<file path="src/verilog/scan_port_defs.vh">
// constants for the boundary-scan test access port
`ifndef SCAN_PORT_DEFS_VH
`define SCAN_PORT_DEFS_VH

// instruction register
`define IR_W            2
`define IR_EXTEST       2'h0
`define IR_SAMPLE_A     2'h1
`define IR_SAMPLE_B     2'h2
`define IR_BYPASS       2'h3
`define IR_CAPTURE_VAL  2'h1

// boundary chain length, cells 0 to 167
`define BSR_LEN         168

// one-hot controller states
`define ST_W            16
`define ST_RESET        16'h0001
`define ST_IDLE         16'h0002
`define ST_SEL_DR       16'h0004
`define ST_CAP_DR       16'h0008
`define ST_SH_DR        16'h0010
`define ST_EX1_DR       16'h0020
`define ST_PAU_DR       16'h0040
`define ST_EX2_DR       16'h0080
`define ST_UPD_DR       16'h0100
`define ST_SEL_IR       16'h0200
`define ST_CAP_IR       16'h0400
`define ST_SH_IR        16'h0800
`define ST_EX1_IR       16'h1000
`define ST_PAU_IR       16'h2000
`define ST_EX2_IR       16'h4000
`define ST_UPD_IR       16'h8000

// synchroniser reset levels: clock low, pulled-up pins high
`define SYNC_RST_VAL    4'hE

`endif

</file>
<file path="src/verilog/pin_sync.v">
// two-flop synchroniser for asynchronous pin inputs
`timescale 1ns/1ps
`default_nettype none

module pin_sync #(
    parameter          W       = 4,
    parameter [W-1:0]  RST_VAL = {W{1'b0}}
) (
    input  wire         clk_i,
    input  wire         rst_n_i,
    input  wire [W-1:0] d_i,
    output reg  [W-1:0] q_o
);

    reg [W-1:0] meta_q;

    // first stage feeds only the second stage
    always @(posedge clk_i or negedge rst_n_i)
    begin
        if (!rst_n_i)
        begin
            meta_q <= RST_VAL;
            q_o    <= RST_VAL;
        end
        else
        begin
            meta_q <= d_i;
            q_o    <= meta_q;
        end
    end

endmodule // pin_sync

`default_nettype wire

</file>
<file path="src/verilog/tap_ctrl.v">
// sixteen-state test access port controller
`timescale 1ns/1ps
`default_nettype none
`include "scan_port_defs.vh"

module tap_ctrl (
    input  wire             clk_i,
    input  wire             rst_n_i,
    input  wire             trst_i,
    input  wire             step_i,
    input  wire             tms_i,
    output reg  [`ST_W-1:0] state_o
);

    function [`ST_W-1:0] next_state;
        input [`ST_W-1:0] s;
        input             m;
        begin
            case (s)
                `ST_RESET:  next_state = m ? `ST_RESET  : `ST_IDLE;
                `ST_IDLE:   next_state = m ? `ST_SEL_DR : `ST_IDLE;
                `ST_SEL_DR: next_state = m ? `ST_SEL_IR : `ST_CAP_DR;
                `ST_CAP_DR: next_state = m ? `ST_EX1_DR : `ST_SH_DR;
                `ST_SH_DR:  next_state = m ? `ST_EX1_DR : `ST_SH_DR;
                `ST_EX1_DR: next_state = m ? `ST_UPD_DR : `ST_PAU_DR;
                `ST_PAU_DR: next_state = m ? `ST_EX2_DR : `ST_PAU_DR;
                `ST_EX2_DR: next_state = m ? `ST_UPD_DR : `ST_SH_DR;
                `ST_UPD_DR: next_state = m ? `ST_SEL_DR : `ST_IDLE;
                `ST_SEL_IR: next_state = m ? `ST_RESET  : `ST_CAP_IR;
                `ST_CAP_IR: next_state = m ? `ST_EX1_IR : `ST_SH_IR;
                `ST_SH_IR:  next_state = m ? `ST_EX1_IR : `ST_SH_IR;
                `ST_EX1_IR: next_state = m ? `ST_UPD_IR : `ST_PAU_IR;
                `ST_PAU_IR: next_state = m ? `ST_EX2_IR : `ST_PAU_IR;
                `ST_EX2_IR: next_state = m ? `ST_UPD_IR : `ST_SH_IR;
                `ST_UPD_IR: next_state = m ? `ST_SEL_DR : `ST_IDLE;
                // an illegal code falls back to the safe reset state
                default:    next_state = `ST_RESET;
            endcase
        end
    endfunction

    always @(posedge clk_i or negedge rst_n_i)
    begin
        if (!rst_n_i)
            state_o <= `ST_RESET;
        else if (trst_i)
            state_o <= `ST_RESET;
        else if (step_i)
            state_o <= next_state(state_o, tms_i);
    end

endmodule // tap_ctrl

`default_nettype wire

</file>
<file path="src/verilog/scan_port.v">
// boundary-scan test access port: instruction, bypass and boundary chain
//
// Operation
// - test mode select is sampled at each test clock rise and steps the controller
// - test data input is captured at each test clock rise
// - test data output changes on the test clock fall
// - test data output floats whenever no shift is under way
// - mode select, data input and test reset read high when undriven
// - test reset forces controller and instruction register to reset
// - test clock is only sampled on the system clock, no system clock is disturbed
// - boundary shifting runs alongside normal core operation untouched
// - input bits go to instruction or selected data register by state
// - output shows instruction or selected data register by state
// - instruction register is two bits, shifted in shift-instruction state, loaded in update-instruction state
// - instruction picks the active data register and serial path
// - 11 bypass, 10 and 01 sample/preload, 00 extest
// - only two data registers: boundary chain and bypass
// - bypass is one flip-flop, a single-bit delay path
// - boundary chain holds cells 0 through 167
// - cell 0 leaves the output first in a boundary scan
// - three-state control cells enable their driver when holding one
`timescale 1ns/1ps
`default_nettype none
`include "scan_port_defs.vh"

module scan_port #(
    parameter                BSR_LEN   = `BSR_LEN,
    // marks which boundary cells are three-state controls
    parameter [BSR_LEN-1:0]  CTRL_MASK = {BSR_LEN{1'b0}}
) (
    input  wire                clk_i,
    input  wire                rst_n_i,
    input  wire                tck_i,
    input  wire                tms_i,
    input  wire                tdi_i,
    input  wire                trst_n_i,
    input  wire [BSR_LEN-1:0]  pin_capture_i,
    output reg                 tdo_o,
    output reg                 tdo_oe_n_o,
    output reg  [`IR_W-1:0]    instr_o,
    output reg                 extest_o,
    output reg  [BSR_LEN-1:0]  bsr_update_o,
    output reg  [BSR_LEN-1:0]  drive_en_o,
    output wire [`ST_W-1:0]    tap_state_o
);

    // boundary chain is chosen by every code but bypass
    function bsr_sel;
        input [`IR_W-1:0] code;
        begin
            case (code)
                `IR_BYPASS:   bsr_sel = 1'b0;
                `IR_SAMPLE_A: bsr_sel = 1'b1;
                `IR_SAMPLE_B: bsr_sel = 1'b1;
                `IR_EXTEST:   bsr_sel = 1'b1;
                default:      bsr_sel = 1'b0;
            endcase
        end
    endfunction

    // ------------------------------------------------------------------
    // pin inputs
    // ------------------------------------------------------------------
    wire [3:0] raw_pins;
    wire [3:0] sync_pins;

    wire       tck_s;
    wire       tms_s;
    wire       tdi_s;
    wire       trst_n_s;

    reg        tck_prev_q;
    wire       tck_rise;
    wire       tck_fall;
    wire       trst_act;

    assign raw_pins = {tdi_i, tms_i, trst_n_i, tck_i};

    // pulled-up pins sit high out of reset until really sampled
    pin_sync #(
        .W       (4),
        .RST_VAL (`SYNC_RST_VAL)
    ) u_sync (
        .clk_i   (clk_i),
        .rst_n_i (rst_n_i),
        .d_i     (raw_pins),
        .q_o     (sync_pins)
    );

    assign tck_s    = sync_pins[0];
    assign trst_n_s = sync_pins[1];
    assign tms_s    = sync_pins[2];
    assign tdi_s    = sync_pins[3];

    // test clock is only sampled, never used as a clock net
    always @(posedge clk_i or negedge rst_n_i)
    begin
        if (!rst_n_i)
            tck_prev_q <= 1'b0;
        else
            tck_prev_q <= tck_s;
    end

    // all four pins share one synchroniser, so they stay aligned
    assign tck_rise = tck_s & ~tck_prev_q;
    assign tck_fall = ~tck_s & tck_prev_q;
    assign trst_act = ~trst_n_s;

    // ------------------------------------------------------------------
    // controller
    // ------------------------------------------------------------------
    wire [`ST_W-1:0] state;

    tap_ctrl u_tap (
        .clk_i   (clk_i),
        .rst_n_i (rst_n_i),
        .trst_i  (trst_act),
        .step_i  (tck_rise),
        .tms_i   (tms_s),
        .state_o (state)
    );

    assign tap_state_o = state;

    wire in_reset;
    wire in_cap_dr;
    wire in_sh_dr;
    wire in_upd_dr;
    wire in_cap_ir;
    wire in_sh_ir;
    wire in_upd_ir;

    assign in_reset  = (state == `ST_RESET);
    assign in_cap_dr = (state == `ST_CAP_DR);
    assign in_sh_dr  = (state == `ST_SH_DR);
    assign in_upd_dr = (state == `ST_UPD_DR);
    assign in_cap_ir = (state == `ST_CAP_IR);
    assign in_sh_ir  = (state == `ST_SH_IR);
    assign in_upd_ir = (state == `ST_UPD_IR);

    // ------------------------------------------------------------------
    // instruction register
    // ------------------------------------------------------------------
    reg  [`IR_W-1:0] ir_shift_q;
    reg  [`IR_W-1:0] ir_shift_d;
    wire             sel_bsr;

    always @*
    begin
        ir_shift_d = ir_shift_q;
        if (in_cap_ir)
            ir_shift_d = `IR_CAPTURE_VAL;
        else if (in_sh_ir)
            ir_shift_d = {tdi_s, ir_shift_q[`IR_W-1:1]};
    end

    always @(posedge clk_i or negedge rst_n_i)
    begin
        if (!rst_n_i)
            ir_shift_q <= `IR_BYPASS;
        else if (trst_act)
            ir_shift_q <= `IR_BYPASS;
        else if (tck_rise)
            ir_shift_q <= ir_shift_d;
    end

    // no identification register, so reset lands on bypass
    always @(posedge clk_i or negedge rst_n_i)
    begin
        if (!rst_n_i)
            instr_o <= `IR_BYPASS;
        else if (trst_act)
            instr_o <= `IR_BYPASS;
        // reset state forces bypass at once, not at the next test clock
        else if (in_reset)
            instr_o <= `IR_BYPASS;
        else if (tck_rise && in_upd_ir)
            instr_o <= ir_shift_q;
    end

    assign sel_bsr = bsr_sel(instr_o);

    // ------------------------------------------------------------------
    // data registers: bypass stage and boundary chain
    // ------------------------------------------------------------------
    reg               bypass_q;
    reg [BSR_LEN-1:0] bsr_shift_q;
    reg [BSR_LEN-1:0] bsr_shift_d;

    always @(posedge clk_i or negedge rst_n_i)
    begin
        if (!rst_n_i)
            bypass_q <= 1'b0;
        else if (tck_rise && !sel_bsr)
        begin
            if (in_cap_dr)
                bypass_q <= 1'b0;
            else if (in_sh_dr)
                bypass_q <= tdi_s;
        end
    end

    // cell 0 sits at the output end, new bits enter at the top
    always @*
    begin
        bsr_shift_d = bsr_shift_q;
        if (in_cap_dr)
            bsr_shift_d = pin_capture_i;
        else if (in_sh_dr)
            bsr_shift_d = {tdi_s, bsr_shift_q[BSR_LEN-1:1]};
    end

    always @(posedge clk_i or negedge rst_n_i)
    begin
        if (!rst_n_i)
            bsr_shift_q <= {BSR_LEN{1'b0}};
        else if (tck_rise && sel_bsr)
            bsr_shift_q <= bsr_shift_d;
    end

    // update stage keeps the pins steady while the chain shifts
    always @(posedge clk_i or negedge rst_n_i)
    begin
        if (!rst_n_i)
            bsr_update_o <= {BSR_LEN{1'b0}};
        else if (trst_act)
            bsr_update_o <= {BSR_LEN{1'b0}};
        else if (tck_rise && in_upd_dr && sel_bsr)
            bsr_update_o <= bsr_shift_q;
    end

    // only extest hands the pins to the chain; sample leaves core alone
    always @(posedge clk_i or negedge rst_n_i)
    begin
        if (!rst_n_i)
            extest_o <= 1'b0;
        else
            extest_o <= (instr_o == `IR_EXTEST);
    end

    // ------------------------------------------------------------------
    // three-state control cells, active high
    // ------------------------------------------------------------------
    genvar g;
    generate
        for (g = 0; g < BSR_LEN; g = g + 1)
        begin : g_drv
            always @(posedge clk_i or negedge rst_n_i)
            begin
                if (!rst_n_i)
                    drive_en_o[g] <= 1'b0;
                else
                    drive_en_o[g] <= CTRL_MASK[g] & bsr_update_o[g];
            end
        end
    endgenerate

    // ------------------------------------------------------------------
    // serial output, changed on the falling test clock edge
    // ------------------------------------------------------------------
    reg tdo_d;
    reg shifting;

    always @*
    begin
        shifting = in_sh_ir | in_sh_dr;
        if (in_sh_ir)
            tdo_d = ir_shift_q[0];
        else if (sel_bsr)
            tdo_d = bsr_shift_q[0];
        else
            tdo_d = bypass_q;
    end

    // falling edge gives the tester half a period of setup
    always @(posedge clk_i or negedge rst_n_i)
    begin
        if (!rst_n_i)
        begin
            tdo_o      <= 1'b0;
            tdo_oe_n_o <= 1'b1;
        end
        else if (trst_act)
        begin
            tdo_o      <= 1'b0;
            tdo_oe_n_o <= 1'b1;
        end
        else if (tck_fall)
        begin
            tdo_o      <= shifting ? tdo_d : 1'b0;
            tdo_oe_n_o <= ~shifting;
        end
    end

endmodule // scan_port

`default_nettype wire

</file>
<file path="config.mk">
export PLATFORM = sky130hd
export DESIGN_NAME = scan_port
export DESIGN_NICKNAME = d
export VERILOG_FILES = /design/src/verilog/pin_sync.v /design/src/verilog/tap_ctrl.v /design/src/verilog/scan_port.v
export VERILOG_INCLUDE_DIRS = /design/src /design/src/verilog
export SDC_FILE = /design/constraint.sdc
export NUM_CORES = 1
export LEC_CHECK = 0
export BUFFER_PORTS_ARGS = -buffer_cell sky130_fd_sc_hd__buf_2
export CAP_MARGIN = 10
export CORE_AREA = 5 5 204 206
export DETAILED_ROUTE_END_ITERATION = 8
export DIE_AREA = 0 0 209 211
export MAX_ROUTING_LAYER = met4
export PLACE_DENSITY = 0.77
export REMOVE_ABC_BUFFERS = 1
export SLEW_MARGIN = 40
export SYNTH_ARGS = -nofsm -noshare
export SYNTH_HDL_FRONTEND = slang
export SYNTH_SLANG_ARGS = --single-unit
</file>
<file path="constraint.sdc">
create_clock -name clk_i -period 4.2 [get_ports clk_i]
set_clock_uncertainty 0.1 [all_clocks]
set_input_delay 0.42 -clock clk_i [delete_from_list [all_inputs] [get_ports clk_i]]
set_output_delay 0.42 -clock clk_i [all_outputs]
set_load 0.02 [all_outputs]
</file>
==> flow_metrics.py, run 1 <==
metrics = {
    "outcome": {
        "status": "finished, final reports clean",
    },
    "route": {
        "via_per_inst": 5.059,
        "drt-initial-drc-count": 936,
        "vias": 13549,
        "wire_per_inst_um": 17.29,
        "dr.pass1.iters": 8,
        "final_antenna_net_count": 0,
        "wl_um": 46310,
        "drc": 0,
    },
    "floorplan": {
        "coreArea_sq_um": 39460,
        "die-area_sq_um": 44100,
        "die_w_um": 209,
        "initial_utilization": 0.4360,
        "die_h_um": 211,
        "ioPinCount": 531,
        "row_count": 73,
    },
    "cells_and_area": {
        "final_core_util": 0.5124,
        "final-instance-count-excl-fill": 2678,
        "nets": 2294,
        "drive_gt1_frac": 0.2225,
        "areaGrowthSynthToFinish_pct": 17.50,
    },
    "global_routing": {
        "antenna_found_initial": 3,
        "grt_pass1_wl_um": 72740,
        "grt_overflow": 0,
        "grt_max_degree": 157,
        "grt_use_total": 0.2054,
        "grt_pass1_vias": 13737,
    },
    "critical_path": {
        "crit_path_max_fanout": 81,
        "startpoint_type": "flop",
        "required_ns": 4.55,
        "worstPathArrival_ns": 3.23,
        "crit_path_end_kind": "flop",
        "worstSetupPathType": "reg2reg",
    },
    "synth": {
        "synth_edf_count": 0,
        "netlist_area_sq_um": 17210,
        "ys_ff_latch": 369,
        "syn_inst": 1805,
        "synth_top_flop_cell": "dfrtp_1",
        "ys_warn_count": 0,
        "syn-mean-instance-area_sq_um": 9.532,
        "async_flop_share": 1.000,
        "ys_types": 49,
        "ys_seq_area_frac": 0.5376,
    },
    "clocking": {
        "clk_pin_slew_ns": 0.06,
        "cts_setup_buffers": 0,
        "numCtsBuffers": 40,
        "cts-resized-gates": 0,
        "cts_buffer_depth": 3,
        "h-tree-depth": 2,
        "postCtsHoldBufs": 5,
        "cts.sinks": 369,
        "clock_latency_ns": 0.54,
        "root_buffer": "clkbuf_16",
        "cts_tree": "done",
    },
    "timing": {
        "period_minus_slack_ns": 2.876,
        "setup_viol": 0,
        "post-route-period-util": 0.6847,
        "worst-slew-pin-transition_ns": 0.8084,
        "rsz0062_at_grt": "false",
        "hold_violations": 0,
        "setup_ws_ns": 1.324,
        "fmax_mhz": 347.7,
        "maxSlewHeadroom": 0.4611,
        "final_max_slew_viol_count": 0,
    },
    "worst_hold_path": {
        "hold_path.class": "in2reg",
    },
    "job": {
        "cap_violations": 0,
    },
    "placed_design": {
        "dp_cells": 2598,
        "gp_congestion": 0.9193,
        "post-place-ws_ns": 1.419,
        "post-dp-hpwl_um": 31780,
        "numPortBuffers": 362,
    },
    "pwr": {
        "power.leakage_uw": 0.01027,
        "vdd_drop_max_mv": 0.2515,
        "p_total_uw": 7388,
        "cellPowerDensity_nw_per_um2": 365.4,
    },
}
-- sequential cells by signal (all words and copies together) (netlist names) --
register / count
tdo_o: 1
u_sync.meta_q: 4
bsr_shift_q: 168
ir_shift_q: 2
u_sync.q_o: 4
tck_prev_q: 1
bypass_q: 1
u_tap.state_o: 16
extest_o: 1
bsr_update_o: 168
instr_o: 2
tdo_oe_n_o: 1
-- worst max-delay path, stage by stage (launching register included) --
cell and delay (ns):
dfrtp_1 0.47, nor4_4 0.53, and4b_1 0.39, o21ai_2 0.16, nor2_4 0.19, buf_12 0.33
buf_12 0.30, nor2_1 0.09, a21oi_1 0.16
-- per-layer routing --
layer,share of wire,vias to the layer above,track usage
met4,0.032,0,0.07583
met2,0.50,543,0.3416
met5,0,-,-
met3,0.073,117,0.04248
met1,0.40,6558,0.2495
li1,-,6331,-
-- cells by family after synthesis --
| logic type | after synthesis | synth area share |
|---|---|---|
| AND/OR/NAND/NOR | 601 | 0.1438 |
| flip-flops | 369 | 0.5376 |
| AO/OA/AOI/OAI | 367 | 0.1094 |
| buffers and inverters | 292 | 0.1074 |
| multiplexers | 171 | 0.09956 |
| XOR/XNOR | 4 | 0.002036 |
| other | 1 | 0.0002180 |
-- final timing paths --
| kind | from | to | slack [ns] | depth (start not counted) |
|---|---|---|---|---|
| min in group asynchronous | rst_n_i | bsr_update_o[2] | 0.29 | 2 |
| worst min-delay path | pin_capture_i[40] | bsr_shift_q[40] | 0.08 | 3 |
| worst min register to register | u_sync.meta_q[0] | u_sync.q_o[0] | 0.25 | 0 |
| max in group asynchronous | rst_n_i | bsr_update_o[53] | 2.59 | 4 |
| worst max-delay path | u_tap.state_o[4] | bsr_shift_q[68] | 1.32 | 8 |
| worst max register to register | u_tap.state_o[4] | bsr_shift_q[68] | 1.32 | 8 |
-- layout make-up --
cell class	instances	area (sq um)
well taps	525	656.9
multi-input cells	1311	6766
repair buffers	395	2240
flip-flops and latches	369	9249
inverters	3	16.27
clock inverters	11	92.59
fillers	3554	19240
clock buffers	59	1184
diodes	5	12.51
-- where the power goes --
group / internal, uW / total [uW] / leakage (uW) / switching [uW]
Combinational: 87.5 / 382 / 0.00542 / 294
Sequential: 3560 / 3570 / 0.00423 / 8.74
Clock: 2010 / 3430 / 0.000628 / 1420
-- through the flow --
stage	area, sq um	setup TNS, ns	hold slack, ns
5_1_grt	20210	0	0.05966
6_report	20220	0	0.07882
4_1_cts	20200	0	0.03650
3_5_place_dp	18870	0	0.2379
2_1_floorplan	16000	-1110.58	0.02441
3_3_place_gp	18840	0	0.2386
-- cell usage in the layout (no fill, tap or decap), drive strengths merged, types with 2 or more instances in the layout --
cell type    netlist  layout
nor3               6       6
mux2i            170     170
nand3              7       7
a21oi            348     348
a31oi              2       2
and4               2       2
dfrtp            357     357
nor2b              3       3
o21ai              5       5
nand4              9       9
clkinvlp           0       2
dlygate4sd3        0       5
nor4               6       6
xnor2              4       4
nor4b              9       9
dfstp             12      12
and2               3       3
nand2            351     351
nand2b             3       3
diode              0       5
nor2             194     194
clkbuf            50      59
a22oi              5       5
or4                3       3
inv                3       5
conb               1     168
clkinv             0       6
buf              239     390
-- synth_stat cells, types with 5 or more instances --
cell type / number / area share
dfrtp_1: 357 / 0.52
nand2_1: 351 / 0.077
a21oi_1: 348 / 0.10
nor2_1: 192 / 0.042
buf_4: 177 / 0.077
mux2i_1: 170 / 0.099
buf_2: 57 / 0.017
clkbuf_1: 47 / 0.010
dfstp_2: 12 / 0.018
nand4_1: 9 / 0.0033
nor4b_1: 8 / 0.0041
nand3_1: 7 / 0.0020
nor3_1: 6 / 0.0017
a22oi_1: 5 / 0.0022
No activity file was read; power rests on OpenSTA's default activity.
==> inputs of run 2 (changes only) <==
Settings changed: CORE_AREA 5 5 204 206 to 5 5 205 207, DIE_AREA 0 0 209 211 to 0 0 210 212, PLACE_DENSITY 0.77 to 0.76.
Clock period 4.2 ns to 3 ns, I/O delays scaled along.
==> run 2 against run 1 <==
  * Critical path depth unchanged
  * Final cell count up 7.0%
  * Non-clock buffer count rose by 179
  * Sequential power rose by 40%
  * First-iteration DRC count is 19% higher
  * Cell area is 8.8% higher
  * Count of clock-buffer cells in the layout did not move
  * Flip-flop and latch count is the same
  * Critical path type unchanged
  * Register-to-register slack worse by 1.0 ns
  * Global-route usage grew 1.8 points
  * Routed wire length increased by 8.5%
  * Via count up 7.2%
==> flow_metrics.py, run 2 (same netlist as run 1, synthesis figures left out) <==
metrics = {
    "critical_path": {
        "crit_path_end_kind": "flop",
        "max_stage_delay_ns": 0.54,
        "ff2ff_setup_slack_ns": 0.29,
        "cp_top_family": "simple AND/OR/NAND/NOR gates",
        "crit_path_max_fanout": 33,
        "worstSetupPathType": "reg2reg",
        "crit_chain": "nor4_4, and4b_1, o21ai_2, nor2_4, buf_12, buf_4, nor2_1, a21oi_1",
        "timing.critical_path.buf_inv": 2,
        "r2r_start": "u_tap.state_o[4]",
        "worstRegToRegCells": 8,
        "worstPathArrival_ns": 3.07,
        "timing.rr.end": "bsr_shift_q[58]",
        "critical-path-slowest-cell": "nor4_4",
        "required_ns": 3.36,
        "startpoint_type": "flop",
    },
    "timing": {
        "fmax_mhz": 369.4,
        "worst-slew-pin-transition_ns": 0.7982,
        "hold_violations": 0,
        "post-route-period-util": 0.9024,
        "final_max_slew_viol_count": 0,
        "setup_viol": 0,
        "period_minus_slack_ns": 2.707,
        "rsz0062_at_grt": "false",
        "finalSetupTns_ns": 0,
        "maxSlewHeadroom": 0.4679,
    },
    "cells_and_area": {
        "final-instance-count-excl-fill": 2865,
        "final_common_cell": "buf_2",
        "nets": 2473,
        "multi_input_area_sq_um": 6760,
        "stdcell_area_sq_um": 22000,
        "top_regs": "bsr_shift_q: 168 flops, bsr_update_o: 168 flops, u_tap.state_o: 16 flops",
        "n_fill_cell": 3316,
        "drive_gt1_frac": 0.2111,
        "areaGrowthSynthToFinish_pct": 27.88,
        "final_cell_mix": "buf_2 (361), dfrtp_1 (357), nand2_1 (350), a21oi_1 (348), nor2_1 (191)",
        "final_core_util": 0.5475,
        "register_area_sq_um": 9249,
    },
    "pwr": {
        "cellPowerDensity_nw_per_um2": 478.4,
        "power.leakage_uw": 0.01105,
        "vdd_drop_max_mv": 0.3166,
    },
    "worst_hold_path": {
        "hp-start": "pin_capture_i[151]",
        "hold_path_depth": 3,
        "hold_path.class": "in2reg",
        "min_to": "bsr_shift_q[151]",
    },
    "route": {
        "wl_um": 50240,
        "final_antenna_net_count": 0,
        "drt-initial-drc-count": 1114,
        "dr.pass1.iters": 5,
        "drc": 0,
        "via_per_inst": 5.071,
        "vias": 14529,
        "wire_per_inst_um": 17.54,
    },
    "floorplan": {
        "die-area_sq_um": 44520,
        "coreArea_sq_um": 40180,
        "row_count": 74,
        "ioPinCount": 531,
        "die_w_um": 210,
        "die_h_um": 212,
        "initial_utilization": 0.4282,
    },
    "global_routing": {
        "grt_pass1_vias": 14716,
        "grt_pass1_wl_um": 78870,
        "grt_max_degree": 102,
        "antenna_found_initial": 1,
        "grt_overflow": 0,
        "grt_use_total": 0.2236,
    },
    "clocking": {
        "cts_buffer_depth": 3,
        "root_buffer": "clkbuf_16",
        "clock_latency_ns": 0.54,
        "cts_setup_buffers": 0,
        "h-tree-depth": 2,
        "clk_pin_slew_ns": 0.06,
        "postCtsHoldBufs": 171,
        "cts_tree": "done",
        "cts.sinks": 369,
        "numCtsBuffers": 40,
        "cts-resized-gates": 0,
    },
    "placed_design": {
        "numPortBuffers": 362,
        "place_area_sq_um": 19010,
        "post-dp-hpwl_um": 32260,
        "dp_cells": 2618,
        "gp_congestion": 0.9008,
    },
    "outcome": {
        "status": "finished, final reports clean",
    },
    "job": {
        "cap_violations": 0,
    },
}
==> run 2: cell types whose count changed in the layout (fill, tap and decap cells not counted), moves of 2 or more <==
cell,previous run,this run
clkbuf_8,9,7
dlygate4sd3_1,5,171
buf_12,11,15
diode_2,5,2
clkbuf_1,9,11
clkinv_2,6,10
buf_4,16,26
==> run 2: worst min-delay path: stages <==
cell and delay, ns:
buf_2 0.10, mux2i_1 0.08, a21oi_1 0.16
==> run 2: per-stage QoR <==
| step | total power, uW | hold slack, ns | worst slack [ns] |
|---|---|---|---|
| detailed placement | 5625 | 0.2358 | 0.3275 |
| CTS | 10620 | 0.01671 | 0.3019 |
| finish | 10530 | 0.05459 | 0.2928 |
| floorplan | 5333 | -0.09559 | -5.203 |
| global route | 10910 | 0.05005 | 0.1256 |
| global placement | 5623 | 0.2354 | 0.4000 |
==> run 2: how the worst max path moves through the flow <==
| stage | from | endpoint | slack, ns | cells past startpoint |
|---|---|---|---|---|
| finish | u_tap.state_o[4] | bsr_shift_q[58] | 0.29 | 8 |
| floorplan | u_tap.state_o[8] | bsr_shift_q[0] | -5.20 | 5 |
| global placement | u_tap.state_o[4] | bsr_shift_q[46] | 0.40 | 8 |
| CTS | u_tap.state_o[4] | bsr_shift_q[58] | 0.30 | 8 |
| global route | u_tap.state_o[4] | bsr_shift_q[33] | 0.13 | 8 |
| detailed placement | u_tap.state_o[4] | bsr_shift_q[145] | 0.33 | 8 |
==> run 2: cell type report <==
class	count	share of cell area
inverter	3	0.0007393
tap	532	0.03025
sequential	369	0.4204
clock buffer	59	0.05289
timing repair buffer	574	0.1831
clock inverter	15	0.005175
multi-input combinational	1311	0.3072
antenna	2	0.0002275
==> run 2: report_power, final <==
group	switching (uW)	internal, uW
Clock	2010	2790
Sequential	13.1	4990
Combinational	455	268
==> run 2: layer usage <==
layer / vias to the layer above / GRT usage / share of wire
met4: 0 / 0.1058 / 0.044
met1: 7048 / 0.2726 / 0.39
met3: 149 / 0.03689 / 0.063
li1: 6686 / - / -
met5: - / - / 0
met2: 646 / 0.3666 / 0.50
==> inputs of run 3 (changes only) <==
Clock period 3 ns to 2.5 ns, I/O delays scaled along.
==> run 3 against run 2 <==
  * Critical endpoint is now bsr_shift_q[55]
  * Routed wire length grew 2.7%
  * Largest cell class unchanged
  * Worst setup slack lost 0.21 ns
  * Total power grew 25%
==> flow_metrics.py, run 3 (same netlist as run 1, synthesis figures left out) <==
metrics = {
    "outcome": {
        "status": "finished, final reports clean",
    },
    "timing": {
        "final_max_slew_viol_count": 0,
        "setup_viol": 0,
        "hold_violations": 0,
        "fmax_mhz": 413.5,
        "worst-slew-pin-transition_ns": 0.5761,
        "period_minus_slack_ns": 2.418,
        "setup_ws_ns": 0.08152,
        "maxSlewHeadroom": 0.6159,
        "post-route-period-util": 0.9674,
        "timing.hold.ws_ns": 0.1633,
    },
    "cells_and_area": {
        "multi_input_area_sq_um": 6758,
        "nets": 2526,
        "register_area_sq_um": 9249,
        "drive_gt1_frac": 0.2290,
        "areaGrowthSynthToFinish_pct": 31.55,
        "top_regs": "bsr_shift_q: 168 flops, bsr_update_o: 168 flops, u_tap.state_o: 16 flops",
        "n_fill_cell": 3224,
        "final_common_cell": "buf_2",
        "stdcell_area_sq_um": 22630,
        "final-instance-count-excl-fill": 2921,
        "final_cell_mix": "buf_2 (361), dfrtp_1 (357), nand2_1 (350), a21oi_1 (348), nor2_1 (191)",
    },
    "placed_design": {
        "numPortBuffers": 362,
        "gp_congestion": 0.8965,
        "post-dp-hpwl_um": 33320,
        "post-place-ws_ns": 0.1092,
        "dp_cells": 2663,
        "place_area_sq_um": 19410,
    },
    "clocking": {
        "cts_tree": "done",
        "cts.sinks": 369,
        "numCtsBuffers": 41,
        "clk_pin_slew_ns": 0.06,
        "root_buffer": "clkbuf_16",
        "clock_latency_ns": 0.55,
        "h-tree-depth": 2,
        "cts_buffer_depth": 3,
    },
    "critical_path": {
        "critical-path-slowest-cell": "or4_4",
        "worstPathArrival_ns": 2.74,
        "required_ns": 2.82,
        "crit_path_max_fanout": 32,
        "startpoint_type": "flop",
        "max_stage_delay_ns": 0.54,
        "worstSetupPathType": "reg2reg",
        "cp_top_family": "simple AND/OR/NAND/NOR gates",
        "timing.critical_path.buf_inv": 3,
        "crit_chain": "or4_4, nor2_4, buf_4, nand2_4, buf_12, buf_4, mux2i_1, a21oi_1",
        "crit_top_cell": "buf_4",
        "crit_path_end_kind": "flop",
    },
    "pwr": {
        "vdd_drop_max_mv": 0.4762,
        "p_total_uw": 13150,
        "power.leakage_uw": 0.01139,
        "cellPowerDensity_nw_per_um2": 581.0,
    },
    "route": {
        "dr.pass1.iters": 5,
        "drt-initial-drc-count": 1026,
        "via_per_inst": 5.103,
        "final_antenna_net_count": 0,
        "wire_per_inst_um": 17.67,
        "drc": 0,
        "wl_um": 51620,
        "vias": 14905,
    },
    "worst_hold_path": {
        "hold_path.class": "in2async",
    },
    "floorplan": {
        "initial_utilization": 0.4282,
        "die-area_sq_um": 44520,
        "die_h_um": 212,
        "coreArea_sq_um": 40180,
        "die_w_um": 210,
        "row_count": 74,
        "ioPinCount": 531,
    },
    "global_routing": {
        "grt_overflow": 0,
        "antenna_found_initial": 1,
        "grt_max_degree": 89,
        "grt_pass1_wl_um": 81090,
        "grt_pass1_vias": 15174,
        "grt_use_total": 0.2288,
    },
    "job": {
        "cap_violations": 0,
    },
}
-- run 3: metrics by stage --
stage	utilization	TNS [ns]
global placement	0.4829	0
detailed placement	0.4829	0
floorplan	-	-1701.15
finish	0.5632	0
CTS	0.5611	0
global route	0.5630	-0.005130
-- run 3: area by class of cell --
class | count | share of cell area
Timing Repair Buffer | 626 | 0.1998
Tap cell | 532 | 0.02941
Multi-Input combinational cell | 1311 | 0.2986
Clock inverter | 18 | 0.009287
Clock buffer | 57 | 0.05296
Antenna cell | 5 | 0.0005528
Sequential cell | 369 | 0.4086
Inverter | 3 | 0.0007187
-- run 3: timing repair --
action | in CTS | in global routing
gates resized for setup | 0 | 3
endpoints found under the hold margin | 278 | 0
hold buffers | 173 | 0
buffers inserted | 0 | 4
setup endpoints to repair | 0 | 130
-- run 3: power breakdown --
part	total (uW)	switching (uW)	internal (uW)	leakage [uW]
registers	6000	15.1	5990	0.00423
clock network	6270	2490	3780	0.000682
logic	877	547	329	0.00647
total	13100	3050	10100	0.0114
-- run 3: per-layer routing --
metal | track usage | share of wire
met5 | - | 0
met4 | 0.1010 | 0.040
met3 | 0.03807 | 0.068
met2 | 0.3811 | 0.51
met1 | 0.2767 | 0.38
-- run 3: path summary, 6_finish.rpt --
| check | start | endpoint | slack (ns) | cells past startpoint |
|---|---|---|---|---|
| min reg2reg | u_sync.meta_q[2] | u_sync.q_o[2] | 0.25 | 0 |
| max | u_tap.state_o[15] | bsr_shift_q[55] | 0.08 | 8 |
| max in group asynchronous | rst_n_i | bsr_update_o[38] | 1.21 | 4 |
| max reg2reg | u_tap.state_o[15] | bsr_shift_q[55] | 0.08 | 8 |
| min in group clk_i | u_sync.meta_q[2] | u_sync.q_o[2] | 0.25 | 0 |
| min | rst_n_i | u_tap.state_o[3] | 0.16 | 2 |
